## src/rtl/eom_pkg.sv

```systemverilog
// Register map, field positions, reset values and timing of the eye monitor
package eom_pkg;
  localparam logic [7:0] RANGE_PWR_OFF = 8'h11;
  localparam logic [7:0] OVR_OFF = 8'h22;
  localparam logic [7:0] SCAN_OFF = 8'h24;
  localparam logic [7:0] UPPER_OFF = 8'h25;
  localparam logic [7:0] LOWER_OFF = 8'h26;
  localparam logic [7:0] HEO_OFF = 8'h27;
  localparam logic [7:0] VEO_OFF = 8'h28;
  localparam logic [7:0] DWELL_OFF = 8'h2a;
  localparam logic [7:0] RSRC_OFF = 8'h2c;
  localparam logic [7:0] LOCKMON_OFF = 8'h3e;
  localparam logic [7:0] THRESH_OFF = 8'h6a;
  localparam logic [7:0] CHSEL_OFF = 8'hff;
  localparam int PWR_BIT = 5;
  localparam int RANGE_LSB = 6;
  localparam int FAST_BIT = 7;
  localparam int START_BIT = 0;
  localparam int RSRC_BIT = 6;
  localparam int LOCKMON_BIT = 7;
  localparam logic [7:0] RANGE_PWR_RST = 8'h20;
  localparam logic [7:0] RSRC_RST = 8'h40;
  localparam logic [7:0] LOCKMON_RST = 8'h80;
  localparam logic [7:0] THRESH_RST = 8'h44;
  // Last index of the 64-step phase and voltage axes
  localparam logic [5:0] GRID_MAX = 6'h3f;
  localparam logic [5:0] AXIS_MID = 6'h20;
  // Two junk words lead each readout; 4096 results follow
  localparam logic [12:0] DUMMY_WORDS = 13'h0002;
  localparam logic [12:0] LAST_WORD = 13'h1001;
  // Low bits of the dwell target, below dwell squared
  // Dwell 0 takes 3 samples per point, dwell 255 about 2^18
  localparam logic [1:0] DWELL_LOW = 2'h3;
  localparam int CLK_MHZ = 100;
  localparam int LOCKMON_PERIOD_US = 20;
  localparam int LOCKMON_CYC = LOCKMON_PERIOD_US * CLK_MHZ;
  localparam logic [10:0] TMR_LAST = 11'(LOCKMON_CYC - 1);
  // Bus address of the device; value is arbitrary
  localparam logic [6:0] SMB_DEV_ADDR = 7'h18;
  typedef enum logic [2:0] {
    SC_IDLE, SC_HSWEEP, SC_VSWEEP, SC_GRID, SC_PUSH
  } eom_scan_t;
  typedef enum logic [2:0] {
    SL_IDLE, SL_ADDR, SL_AACK, SL_WBYTE, SL_WACK, SL_RBYTE, SL_RACK
  } eom_sl_t;
endpackage

```

## src/rtl/eom_monitor.sv

```systemverilog
// Eye opening monitor: scan engine, lock monitor and register readout
// Overview of operation
// - Count comparator disagreements per point over dwell
// - Full scan covers 64 by 64 points
// - Opening mode: phase sweep, then voltage sweep
// - Openings readable at horizontal_opening and vertical_opening
// - Lock monitor measures periodically, flags lost lock
// - Power-down bit resets high, wakes periodically
// - Range source bit low selects register range
// - Range code picks 100 to 400 mV span
// - Start bit in fast mode begins scan
// - Start bit clears after whole grid read
// - Burst reads: lower byte follows upper byte
// - Lower byte read frees the next point
// - Single mode: next point after both bytes
// - Dwell grows with register eye_dwell_time value
// - Rereading eye_count_upper resumes an interrupted burst
module eom_monitor (
  input wire logic clock,
  input wire logic rstn,
  input wire logic ce,
  input wire logic scl_pin,
  input wire logic sda_pin_in,
  output logic sda_pin_out,
  output logic sda_pin_oe,
  input wire logic sample_valid,
  input wire logic primary_bit,
  input wire logic offset_bit,
  input wire logic [1:0] cdr_range,
  output logic [5:0] phase_offset,
  output logic [5:0] volt_offset,
  output logic monitor_power,
  output logic [1:0] eom_range,
  output logic lock_lost
);
  import eom_pkg::*;

  typedef struct packed {
    logic [7:0] rng_pwr, ovr, dwell, rsrc, lockmon, thresh, chsel;
    logic [7:0] horizontal_opening, vertical_opening;
    logic fast, start, lm_run, lock_lost, pwr_o;
    logic [1:0] range_o;
    eom_scan_t st;
    logic [5:0] phase, volt, first, last;
    logic [17:0] acc;
    logic [15:0] errs, hold;
    logic found, lower_next;
    logic [6:0] zcnt;
    logic [12:0] words;
    logic [10:0] tmr;
  } eom_state_t;

  localparam eom_state_t ST_RST = '{rng_pwr: RANGE_PWR_RST,
    rsrc: RSRC_RST, lockmon: LOCKMON_RST, thresh: THRESH_RST,
    st: SC_IDLE, volt: AXIS_MID, default: '0};

  eom_state_t s;
  eom_state_t n;
  logic wr_stb, rd_req, push, pop, flush, fifo_rdy, fifo_val;
  logic dwell_done, err_now, counting;
  logic [7:0] req_addr, rd_ptr, wdata, rdata;
  logic [15:0] fifo_data, dwell_sq;

  // Sets up an opening measurement: phase sweep at mid voltage
  function automatic eom_state_t open_begin(eom_state_t x);
    eom_state_t y;
    y = x;
    y.st = SC_HSWEEP;
    y.phase = 6'h00;
    y.volt = AXIS_MID;
    y.acc = '0;
    y.errs = '0;
    y.found = 1'b0;
    y.zcnt = '0;
    return y;
  endfunction

  // Threshold nibble scaled to opening units
  function automatic logic [7:0] thr(logic [3:0] t);
    return {2'h0, t, 2'h0};
  endfunction

  eom_smb_slave u_bus (
    .clock(clock),
    .rstn(rstn),
    .ce(ce),
    .scl_in(scl_pin),
    .sda_in(sda_pin_in),
    .sda_out(sda_pin_out),
    .sda_oe(sda_pin_oe),
    .wr_stb(wr_stb),
    .rd_req(rd_req),
    .req_addr(req_addr),
    .wdata(wdata),
    .rd_ptr(rd_ptr),
    .rdata(rdata)
  );

  eom_fifo2 #(.W(16), .D(2)) u_buf (
    .clock(clock),
    .rstn(rstn),
    .ce(ce),
    .flush(flush),
    .in_valid(push),
    .in_ready(fifo_rdy),
    .in_data(s.errs),
    .out_valid(fifo_val),
    .out_ready(pop),
    .out_data(fifo_data)
  );

  assign err_now = primary_bit ^ offset_bit;
  assign dwell_sq = 16'(s.dwell) * 16'(s.dwell);
  assign dwell_done = s.acc == {dwell_sq, DWELL_LOW};
  assign counting = s.st == SC_HSWEEP || s.st == SC_VSWEEP ||
                    s.st == SC_GRID;

  always_comb begin
    case (rd_ptr)
      UPPER_OFF: rdata = s.lower_next ? s.hold[7:0] : s.hold[15:8];
      LOWER_OFF: rdata = s.hold[7:0];
      HEO_OFF: rdata = s.horizontal_opening;
      VEO_OFF: rdata = s.vertical_opening;
      RANGE_PWR_OFF: rdata = s.rng_pwr;
      OVR_OFF: rdata = s.ovr;
      SCAN_OFF: rdata = {s.fast, 6'h00, s.start};
      DWELL_OFF: rdata = s.dwell;
      RSRC_OFF: rdata = s.rsrc;
      LOCKMON_OFF: rdata = s.lockmon;
      THRESH_OFF: rdata = s.thresh;
      CHSEL_OFF: rdata = s.chsel;
      default: rdata = 8'h00;
    endcase
  end

  always_comb begin
    logic zero;
    logic fd;
    logic [5:0] f;
    logic [5:0] l;
    logic [6:0] z;
    logic done_word;
    zero = s.errs == 16'h0000;
    fd = s.found | zero;
    f = s.found ? s.first : s.phase;
    l = zero ? s.phase : s.last;
    z = s.zcnt + {6'h00, zero};
    done_word = 1'b0;
    n = s;
    n.lock_lost = 1'b0;
    push = 1'b0;
    pop = 1'b0;
    flush = 1'b0;
    if (counting && !dwell_done && sample_valid) begin
      n.acc = s.acc + 18'h00001;
      if (err_now && s.errs != 16'hffff) begin
        n.errs = s.errs + 16'h0001;
      end
    end
    case (s.st)
      SC_HSWEEP, SC_VSWEEP: begin
        if (dwell_done) begin
          n.acc = '0;
          n.errs = '0;
          n.found = fd;
          n.first = f;
          n.last = l;
          n.zcnt = z;
          if (s.st == SC_HSWEEP && s.phase == GRID_MAX) begin
            n.horizontal_opening = {1'b0, z};
            n.phase = fd ? 6'((7'(f) + 7'(l)) >> 1) : AXIS_MID;
            n.volt = 6'h00;
            n.found = 1'b0;
            n.zcnt = '0;
            n.st = SC_VSWEEP;
          end else if (s.st == SC_HSWEEP) begin
            n.phase = s.phase + 6'h01;
          end else if (s.volt == GRID_MAX) begin
            n.vertical_opening = {1'b0, z};
            n.volt = AXIS_MID;
            n.st = SC_IDLE;
            n.lm_run = 1'b0;
            n.start = s.fast & s.start;
            if (s.lm_run && (s.horizontal_opening < thr(s.thresh[7:4]) ||
                {1'b0, z} < thr(s.thresh[3:0]))) begin
              n.lock_lost = 1'b1;
            end
          end else begin
            n.volt = s.volt + 6'h01;
          end
        end
      end
      SC_GRID: begin
        if (dwell_done) begin
          n.st = SC_PUSH;
        end
      end
      SC_PUSH: begin
        push = 1'b1;
        if (fifo_rdy) begin
          n.acc = '0;
          n.errs = '0;
          n.st = SC_GRID;
          n.volt = s.volt + 6'h01;
          if (s.volt == GRID_MAX) begin
            n.phase = s.phase + 6'h01;
            if (s.phase == GRID_MAX) begin
              n.st = SC_IDLE;
            end
          end
        end
      end
      default: ;
    endcase
    // Periodic wake for lock validation while the bus leaves it alone
    if (s.lockmon[LOCKMON_BIT] && !s.fast && !s.start &&
        s.st == SC_IDLE) begin
      n.tmr = s.tmr + 11'h001;
      if (s.tmr == TMR_LAST) begin
        n.tmr = '0;
        n = open_begin(n);
        n.lm_run = 1'b1;
      end
    end else begin
      n.tmr = '0;
    end
    n.pwr_o = !s.rng_pwr[PWR_BIT] || s.st != SC_IDLE;
    n.range_o = s.rsrc[RSRC_BIT] ? cdr_range
                                 : s.rng_pwr[RANGE_LSB +: 2];
    if (rd_req && req_addr == UPPER_OFF) begin
      done_word = s.lower_next;
      n.lower_next = 1'b1;
    end else if (rd_req && req_addr == LOWER_OFF) begin
      done_word = s.lower_next;
    end
    if (done_word) begin
      n.lower_next = 1'b0;
      if (s.start && s.fast) begin
        n.words = s.words + 13'h0001;
        if (s.words == LAST_WORD) begin
          n.start = 1'b0;
        end else if (n.words >= DUMMY_WORDS && fifo_val) begin
          n.hold = fifo_data;
          pop = 1'b1;
        end
      end
    end
    if (wr_stb) begin
      case (req_addr)
        RANGE_PWR_OFF: n.rng_pwr = wdata;
        OVR_OFF: n.ovr = wdata;
        DWELL_OFF: n.dwell = wdata;
        RSRC_OFF: n.rsrc = wdata;
        LOCKMON_OFF: n.lockmon = wdata;
        THRESH_OFF: n.thresh = wdata;
        CHSEL_OFF: n.chsel = wdata;
        SCAN_OFF: begin
          n.fast = wdata[FAST_BIT];
          if (wdata[START_BIT] && !s.start && wdata[FAST_BIT]) begin
            n.start = 1'b1;
            n.st = SC_GRID;
            n.phase = 6'h00;
            n.volt = 6'h00;
            n.acc = '0;
            n.errs = '0;
            n.words = '0;
            n.hold = '0;
            n.lower_next = 1'b0;
            n.lm_run = 1'b0;
            flush = 1'b1;
          end else if (wdata[START_BIT] && !s.start) begin
            n = open_begin(n);
            n.start = 1'b1;
            n.lm_run = 1'b0;
          end
        end
        default: ;
      endcase
    end
  end

  always_ff @(posedge clock) begin
    if (!rstn) begin
      s <= ST_RST;
    end else if (ce) begin
      s <= n;
    end
  end

  assign phase_offset = s.phase;
  assign volt_offset = s.volt;
  assign monitor_power = s.pwr_o;
  assign eom_range = s.range_o;
  assign lock_lost = s.lock_lost;

  chk_err_count: assert property (@(posedge clock)
    disable iff (!rstn || !ce)
    s.st == SC_GRID && !dwell_done && sample_valid && err_now &&
    s.errs != 16'hffff |=> s.errs == $past(s.errs) + 16'h0001)
    else $error("mismatch not counted");
  chk_err_saturate: assert property (@(posedge clock)
    disable iff (!rstn || !ce)
    s.st == SC_GRID && s.errs == 16'hffff && !dwell_done
    |=> s.errs == 16'hffff) else $error("error count wrapped");
  chk_raster_step: assert property (@(posedge clock)
    disable iff (!rstn || !ce)
    s.st == SC_PUSH && fifo_rdy && s.volt == GRID_MAX &&
    s.phase != GRID_MAX |=> s.volt == 6'h00 &&
    s.phase == $past(s.phase) + 6'h01 && s.st == SC_GRID)
    else $error("raster step out of order");
  chk_hsweep_mid: assert property (@(posedge clock)
    disable iff (!rstn) s.st == SC_HSWEEP |-> s.volt == AXIS_MID)
    else $error("phase sweep not at mid voltage");
  chk_lost_cause: assert property (@(posedge clock)
    disable iff (!rstn || !ce)
    lock_lost |-> $past(s.lm_run) && s.st == SC_IDLE && !s.lm_run)
    else $error("lock loss without monitor run");
  chk_power_on: assert property (@(posedge clock)
    disable iff (!rstn || !ce)
    !s.rng_pwr[PWR_BIT] |=> monitor_power)
    else $error("monitor not powered");
  chk_range_src: assert property (@(posedge clock)
    disable iff (!rstn || !ce)
    !s.rsrc[RSRC_BIT] |=> eom_range == $past(s.rng_pwr[RANGE_LSB +: 2]))
    else $error("range not taken from register");
  chk_fast_start: assert property (@(posedge clock)
    disable iff (!rstn || !ce)
    wr_stb && req_addr == SCAN_OFF && wdata[START_BIT] &&
    wdata[FAST_BIT] && !s.start
    |=> s.start && s.st == SC_GRID && s.words == 13'h0000)
    else $error("fast scan did not start");
  chk_start_done: assert property (@(posedge clock)
    disable iff (!rstn || !ce)
    rd_req && s.lower_next && s.start && s.fast &&
    s.words == LAST_WORD &&
    (req_addr == UPPER_OFF || req_addr == LOWER_OFF) |=> !s.start)
    else $error("start bit not cleared after readout");
  chk_upper_lower: assert property (@(posedge clock)
    disable iff (!rstn || !ce)
    rd_req && req_addr == UPPER_OFF && !s.lower_next
    |=> s.lower_next && (rd_ptr != UPPER_OFF || rdata == s.hold[7:0]))
    else $error("lower byte not presented after upper");
  chk_hold_wait: assert property (@(posedge clock)
    disable iff (!rstn || !ce)
    !rd_req && !wr_stb |=> $stable(s.hold))
    else $error("result replaced before both bytes read");
endmodule // eom_monitor

```

## src/rtl/eom_fifo2.sv

```systemverilog
// Two-entry result buffer between scan engine and readout
module eom_fifo2 #(
  parameter int W = 16,
  parameter int D = 2
) (
  input wire logic clock,
  input wire logic rstn,
  input wire logic ce,
  input wire logic flush,
  input wire logic in_valid,
  output logic in_ready,
  input wire logic [W-1:0] in_data,
  output logic out_valid,
  input wire logic out_ready,
  output logic [W-1:0] out_data
);
  import eom_pkg::*;
  localparam int AW = (D > 1) ? $clog2(D) : 1;
  localparam int CW = $clog2(D + 1);
  typedef struct packed {
    logic [D-1:0][W-1:0] mem;
    logic [AW-1:0] wp;
    logic [AW-1:0] rp;
    logic [CW-1:0] cnt;
  } eom_fifo_state_t;
  eom_fifo_state_t s;
  eom_fifo_state_t n;
  logic wr;
  logic rd;
  assign in_ready = s.cnt != CW'(D);
  assign out_valid = s.cnt != '0;
  assign out_data = s.mem[s.rp];
  assign wr = in_valid && in_ready;
  assign rd = out_valid && out_ready;
  always_comb begin
    n = s;
    if (wr) begin
      n.mem[s.wp] = in_data;
      n.wp = (s.wp == AW'(D - 1)) ? '0 : s.wp + AW'(1);
    end
    if (rd) begin
      n.rp = (s.rp == AW'(D - 1)) ? '0 : s.rp + AW'(1);
    end
    n.cnt = s.cnt + CW'(wr) - CW'(rd);
    if (flush) begin
      n = '0;
    end
  end
  always_ff @(posedge clock) begin
    if (!rstn) begin
      s <= '0;
    end else if (ce) begin
      s <= n;
    end
  end
  chk_fifo_bounds: assert property (@(posedge clock) disable iff (!rstn)
    s.cnt <= CW'(D)) else $error("buffer count beyond depth");
endmodule // eom_fifo2

```

## src/rtl/eom_smb_slave.sv

```systemverilog
// Two-wire management bus slave with register pointer
module eom_smb_slave (
  input wire logic clock,
  input wire logic rstn,
  input wire logic ce,
  input wire logic scl_in,
  input wire logic sda_in,
  output logic sda_out,
  output logic sda_oe,
  output logic wr_stb,
  output logic rd_req,
  output logic [7:0] req_addr,
  output logic [7:0] wdata,
  output logic [7:0] rd_ptr,
  input wire logic [7:0] rdata
);
  import eom_pkg::*;
  typedef struct packed {
    logic scl1, scl2, scl3, sda1, sda2, sda3;
    eom_sl_t st;
    logic [3:0] bcnt;
    logic [7:0] sh, ptr, a, wd;
    logic first, rd, nack, oe, wr, rq;
  } eom_sl_state_t;
  localparam eom_sl_state_t SL_RST = '{st: SL_IDLE, scl1: 1'b1,
    scl2: 1'b1, scl3: 1'b1, sda1: 1'b1, sda2: 1'b1, sda3: 1'b1,
    default: '0};
  eom_sl_state_t s;
  eom_sl_state_t n;
  logic rise, fall, start, stop;

  // Count result register keeps the pointer for burst streaming
  function automatic logic [7:0] adv(logic [7:0] p);
    return (p == UPPER_OFF) ? p : p + 8'h01;
  endfunction

  function automatic eom_sl_state_t load(eom_sl_state_t x,
                                         logic [7:0] d);
    eom_sl_state_t y;
    y = x;
    y.rq = 1'b1;
    y.a = x.ptr;
    y.sh = d;
    y.oe = !d[7];
    y.bcnt = 4'h0;
    y.ptr = adv(x.ptr);
    y.st = SL_RBYTE;
    return y;
  endfunction

  assign rise = s.scl2 && !s.scl3;
  assign fall = !s.scl2 && s.scl3;
  assign start = s.scl2 && s.scl3 && s.sda3 && !s.sda2;
  assign stop = s.scl2 && s.scl3 && !s.sda3 && s.sda2;

  always_comb begin
    n = s;
    n.scl1 = scl_in;
    n.scl2 = s.scl1;
    n.scl3 = s.scl2;
    n.sda1 = sda_in;
    n.sda2 = s.sda1;
    n.sda3 = s.sda2;
    n.wr = 1'b0;
    n.rq = 1'b0;
    if (start) begin
      n.st = SL_ADDR;
      n.bcnt = 4'h0;
      n.oe = 1'b0;
      n.first = 1'b1;
    end else if (stop) begin
      n.st = SL_IDLE;
      n.oe = 1'b0;
    end else begin
      case (s.st)
        SL_IDLE: ;
        SL_ADDR, SL_WBYTE: begin
          if (rise) begin
            n.sh = {s.sh[6:0], s.sda2};
            n.bcnt = s.bcnt + 4'h1;
          end else if (fall && s.bcnt == 4'h8) begin
            n.bcnt = 4'h0;
            n.oe = 1'b1;
            if (s.st == SL_ADDR) begin
              n.rd = s.sh[0];
              n.st = (s.sh[7:1] == SMB_DEV_ADDR) ? SL_AACK : SL_IDLE;
              n.oe = s.sh[7:1] == SMB_DEV_ADDR;
            end else begin
              n.st = SL_WACK;
              n.first = 1'b0;
              n.wr = !s.first;
              n.a = s.ptr;
              n.wd = s.sh;
              n.ptr = s.first ? s.sh : adv(s.ptr);
            end
          end
        end
        SL_AACK: begin
          if (fall && s.rd) begin
            n = load(n, rdata);
          end else if (fall) begin
            n.oe = 1'b0;
            n.st = SL_WBYTE;
          end
        end
        SL_WACK: begin
          if (fall) begin
            n.oe = 1'b0;
            n.st = SL_WBYTE;
          end
        end
        SL_RBYTE: begin
          if (fall && s.bcnt == 4'h7) begin
            n.oe = 1'b0;
            n.st = SL_RACK;
          end else if (fall) begin
            n.sh = {s.sh[6:0], 1'b0};
            n.oe = !s.sh[6];
            n.bcnt = s.bcnt + 4'h1;
          end
        end
        SL_RACK: begin
          if (rise) begin
            n.nack = s.sda2;
          end else if (fall && !s.nack) begin
            n = load(n, rdata);
          end else if (fall) begin
            n.st = SL_IDLE;
          end
        end
        default: n.st = SL_IDLE;
      endcase
    end
  end

  always_ff @(posedge clock) begin
    if (!rstn) begin
      s <= SL_RST;
    end else if (ce) begin
      s <= n;
    end
  end

  assign sda_out = 1'b0;
  assign sda_oe = s.oe;
  assign wr_stb = s.wr;
  assign rd_req = s.rq;
  assign req_addr = s.a;
  assign wdata = s.wd;
  assign rd_ptr = s.ptr;

  chk_burst_ptr_hold: assert property (@(posedge clock)
    disable iff (!rstn) rd_req && req_addr == UPPER_OFF |-> rd_ptr == UPPER_OFF)
    else $error("pointer left the count register in a burst");
  chk_idle_release: assert property (@(posedge clock) disable iff (!rstn)
    s.st == SL_IDLE |-> !s.oe) else $error("data line driven while idle");
endmodule // eom_smb_slave

```

## config.mk

```make
export PLATFORM = sky130hd
export DESIGN_NAME = eom_monitor
export DESIGN_NICKNAME = d
export VERILOG_FILES = /design/src/rtl/eom_pkg.sv /design/src/rtl/eom_monitor.sv /design/src/rtl/eom_fifo2.sv /design/src/rtl/eom_smb_slave.sv
export SDC_FILE = /design/constraint.sdc
export NUM_CORES = 1
export LEC_CHECK = 0
export BUFFER_PORTS_ARGS = -buffer_cell sky130_fd_sc_hd__buf_2
export CAP_MARGIN = 0
export CORE_MARGIN = 2
export CORE_UTILIZATION = 40
export CTS_CLUSTER_DIAMETER = 50
export DETAILED_ROUTE_END_ITERATION = 10
export HOLD_SLACK_MARGIN = 0.12
export PLACE_DENSITY = 0.54
export SLEW_MARGIN = 20
export SYNTH_ARGS = -nofsm -noshare
export SYNTH_HDL_FRONTEND = slang
export SYNTH_SLANG_ARGS = --single-unit
```

## constraint.sdc

```tcl
create_clock -name clock -period 13.3 [get_ports clock]
set_input_delay 3.99 -clock clock [delete_from_list [all_inputs] [get_ports clock]]
set_output_delay 3.99 -clock clock [all_outputs]
set_load 0.05 [all_outputs]
```

==> run summary <==
status = finished, final reports clean
r2r endpoint = s[78]
Worst Path Required = 13.78 ns
post-placement setup slack = 5.559 ns
fin crit share = 0.5424
layout cell share with drive strength beyond 1 = 0.07715
most used cell, CP = a21oi_1
first-pass GRT wire length = 77,970 um
leakage power figure = 0.006884 uW
I/O pins = 28
DR vias/cell = 5.762
Filler cells = 4,073
setup TNS = 0 ns
Switching Fraction = 0.2341
Fmax achieved = 138.6 MHz
worst path cell trace = buf_2 > buf_4 > nand2b_1 > a21oi_1 > nand2_1 > a21oi_1 > o21ai_0 > a31oi_1
clock root cell = clkbuf_16
vias in the first global route = 13.85k
CTS buffer count = 38
met2 usage = 0.3506
Die W = 206.9 um
Slew @ Worst Pin = 1.140 ns
setup repair bufs after CTS = 0
Distinct cells, synth = 89
skew final = 0.02416 ns
Final WS setup = 6.086 ns
slowest cell on the critical path = a21oi_1
full die area = 0.04279 sq mm
synthesized instance count = 2,083
top cell type by total area after synthesis = dfxtp_1
Inserted Diodes = 0
Nets = 2,110
Worst Hold Depth = 2
Clk pwr share = 0.542
P&R area growth vs syn = 9.790%
initial antenna violation count = 0
core area = 0.04074 sq mm
Power, Total = 1984 uW
Worst R2R Setup Slack = 6.94 ns
Synth top area share = 0.3332
Synth Area per Inst = 7.902 sq um
CP Class = in2reg
Final Wtd Congestion = 0.8660
Hold Path Class = reg2reg
max_slew headroom = 0.2382
Post-synth top cells = dfxtp_1, nand2_1, nor2_1
sequential area share after synthesis = 0.3332
row count = 74
count leader, synth = dfxtp_1
Post-Synthesis Cell Area = 0.01646 sq mm
clock transition at the registers of the reported paths = 0.06 ns
port bufs = 26
fin. max-slew vios = 0
TritonCTS clock tree = built
Worst R2R Path Depth = 18
HPWL Detailed = 33,890 um
routed len/inst = 18.78 um
CP top delay family = compound AO/OA/AOI/OAI gates
Clock Sinks = 274
Buffers & Inverters on Critical Path = 2
Crit. End Element = flip-flop
maxcap violations = 0
minimum clock period = 7.214 ns
die span in y = 206.9 um
CTS Buffer Depth = 3
WHS Endpoint = u_buf.s[24]
First-pass DRT Iterations = 5
post_cts resized = 0
clock latency on the worst-skew pair = 0.55 ns
busiest grt layer = met2
Via Count = 14.87k
gr ovfl total = 0
Hold Startpoint = u_buf.s[24]
CP arrival = 7.69 ns
setup violators final = 0
RSZ-0062 raised after global routing = no
VDD IR-drop max = 0.06803 mV
EDFF count, synth = 0
#FFs+latches synth = 274
Post-Layout Cell Count = 2,580
top cells by area, synth = dfxtp_1, mux2i_1, nand2_1
Sw Pwr = 464.4 uW
CTS Hold Bufs = 0
drt total wl = 48,450 um
Initial DRC Count = 1,405
critical path launch point type = primary input
met3 Resource Use GR = 0.03595
deepest level of the CTS H-tree = 2
largest net degree at the start of global routing = 116
Power Internal = 1520 uW
placed cells = 2,511
Post-DRT Antenna Nets = 0
Initial Util = 0.4041
dominant synthesized flop cell = dfxtp_1
CP Max Fanout = 63
drt drc = 0
PD cells = 109.8 mW/mm^2
Seq pwr share = 0.418
Final Hold Fails = 0
CP peak stage delay = 0.99 ns
FF-to-FF Start = s[165]
met1 Use GR = 0.3321
Combinational Power Share = 0.040
FFs w/ async S/R, synth = 0
YS warnings = 0
gr usage total = 0.2293
power groups by stage:
stage / combinational (uW) / clock, uW / sequential [uW]
after floorplan: 59.5 / 0 / 846
after global placement: 77.9 / 0 / 848
after detailed placement: 78.3 / 0 / 848
after CTS: 78.4 / 1100 / 830
after global routing: 86.0 / 1130 / 830
final: 79.1 / 1070 / 830
registers in the layout, indices dropped and copies added, names as in the netlist:
signal and flops:
lock_lost 1, eom_range 2, u_bus.req_addr 8, u_bus.wdata 8, u_bus.s 24, s 171
monitor_power 1, u_bus.wr_stb 1, u_bus.rd_ptr 8, u_buf.s 36, volt_offset 6, u_bus.sda_oe 1
u_bus.rd_req 1, phase_offset 6
worst max path at each step:
stage                     start     end  slack, ns  cells after the start
after floorplan              ce  s[156]       7.66                      6
after global placement       ce   s[63]       5.72                      8
after detailed placement     ce   s[63]       5.56                      8
after CTS                    ce   s[63]       6.16                      8
after global routing         ce   s[61]       5.73                      8
final                        ce   s[63]       6.09                      8
layout make-up:
cell class	count	area [sq um]	share of cell area
Tap cell	532	665.6	0.03683
Clock buffer	51	1091	0.06037
Multi-Input combinational cell	1588	10060	0.5569
Inverter	78	297.8	0.01648
Timing Repair Buffer	39	227.7	0.01260
Clock inverter	18	240.2	0.01329
Sequential cell	274	5485	0.3035
cells in the final DEF, fill, tap and decap left out, drive strengths merged, types with 12 or more instances in the layout:
cell and count:
dfxtp 274, nand2 249, nor2 232, a21oi 167, mux2i 112, o21ai 108, nand3 97, inv 81
nor3 58, ha 57, clkbuf 51, buf 39, a31oi 37, xnor2 35, and2 30, and3 29
xor2 25, fa 24, nand4 22, a22oi 19, a21o 19, nor2b 17, nand2b 16, o211ai 16
a221oi 15, or3 13, o31ai 13, a211oi 12, a22o 12
metrics by stage:
stage | utilization | cell area (sq um) | hold slack (ns)
after floorplan | - | 16460 | 0.4244
after global placement | 0.4104 | 16720 | 0.4369
after detailed placement | 0.4108 | 16740 | 0.4434
after CTS | 0.4435 | 18070 | 0.4511
after global routing | 0.4436 | 18070 | 0.4741
final | 0.4436 | 18070 | 0.4496
layer usage:
metal,wire length [um],vias up
li1,-,7275
met1,23310,7076
met2,21150,430
met3,2761,86
met4,1225,0
met5,0,-
cell families (layout without fill, tap and decap cells):
kind of cell | Yosys count | in the layout | share of synthesized area
other | 2 | 3 | 0.0004562
DFF | 274 | 274 | 0.3332
AOI/OAI and AO/OA | 507 | 507 | 0.1969
and+or+nand+nor | 819 | 819 | 0.2353
xor gates and xnor gates | 60 | 60 | 0.03192
adders and majority gates | 81 | 81 | 0.07251
buffers and inverters | 222 | 186 | 0.05731
muxes | 118 | 118 | 0.07244
tightest hold or removal path: stages (launching register included):
cell,delay [ns]
dfxtp_1,0.31
nand2_1,0.05
a21oi_1,0.05
Note: power is estimated with default switching activity, not from simulation.
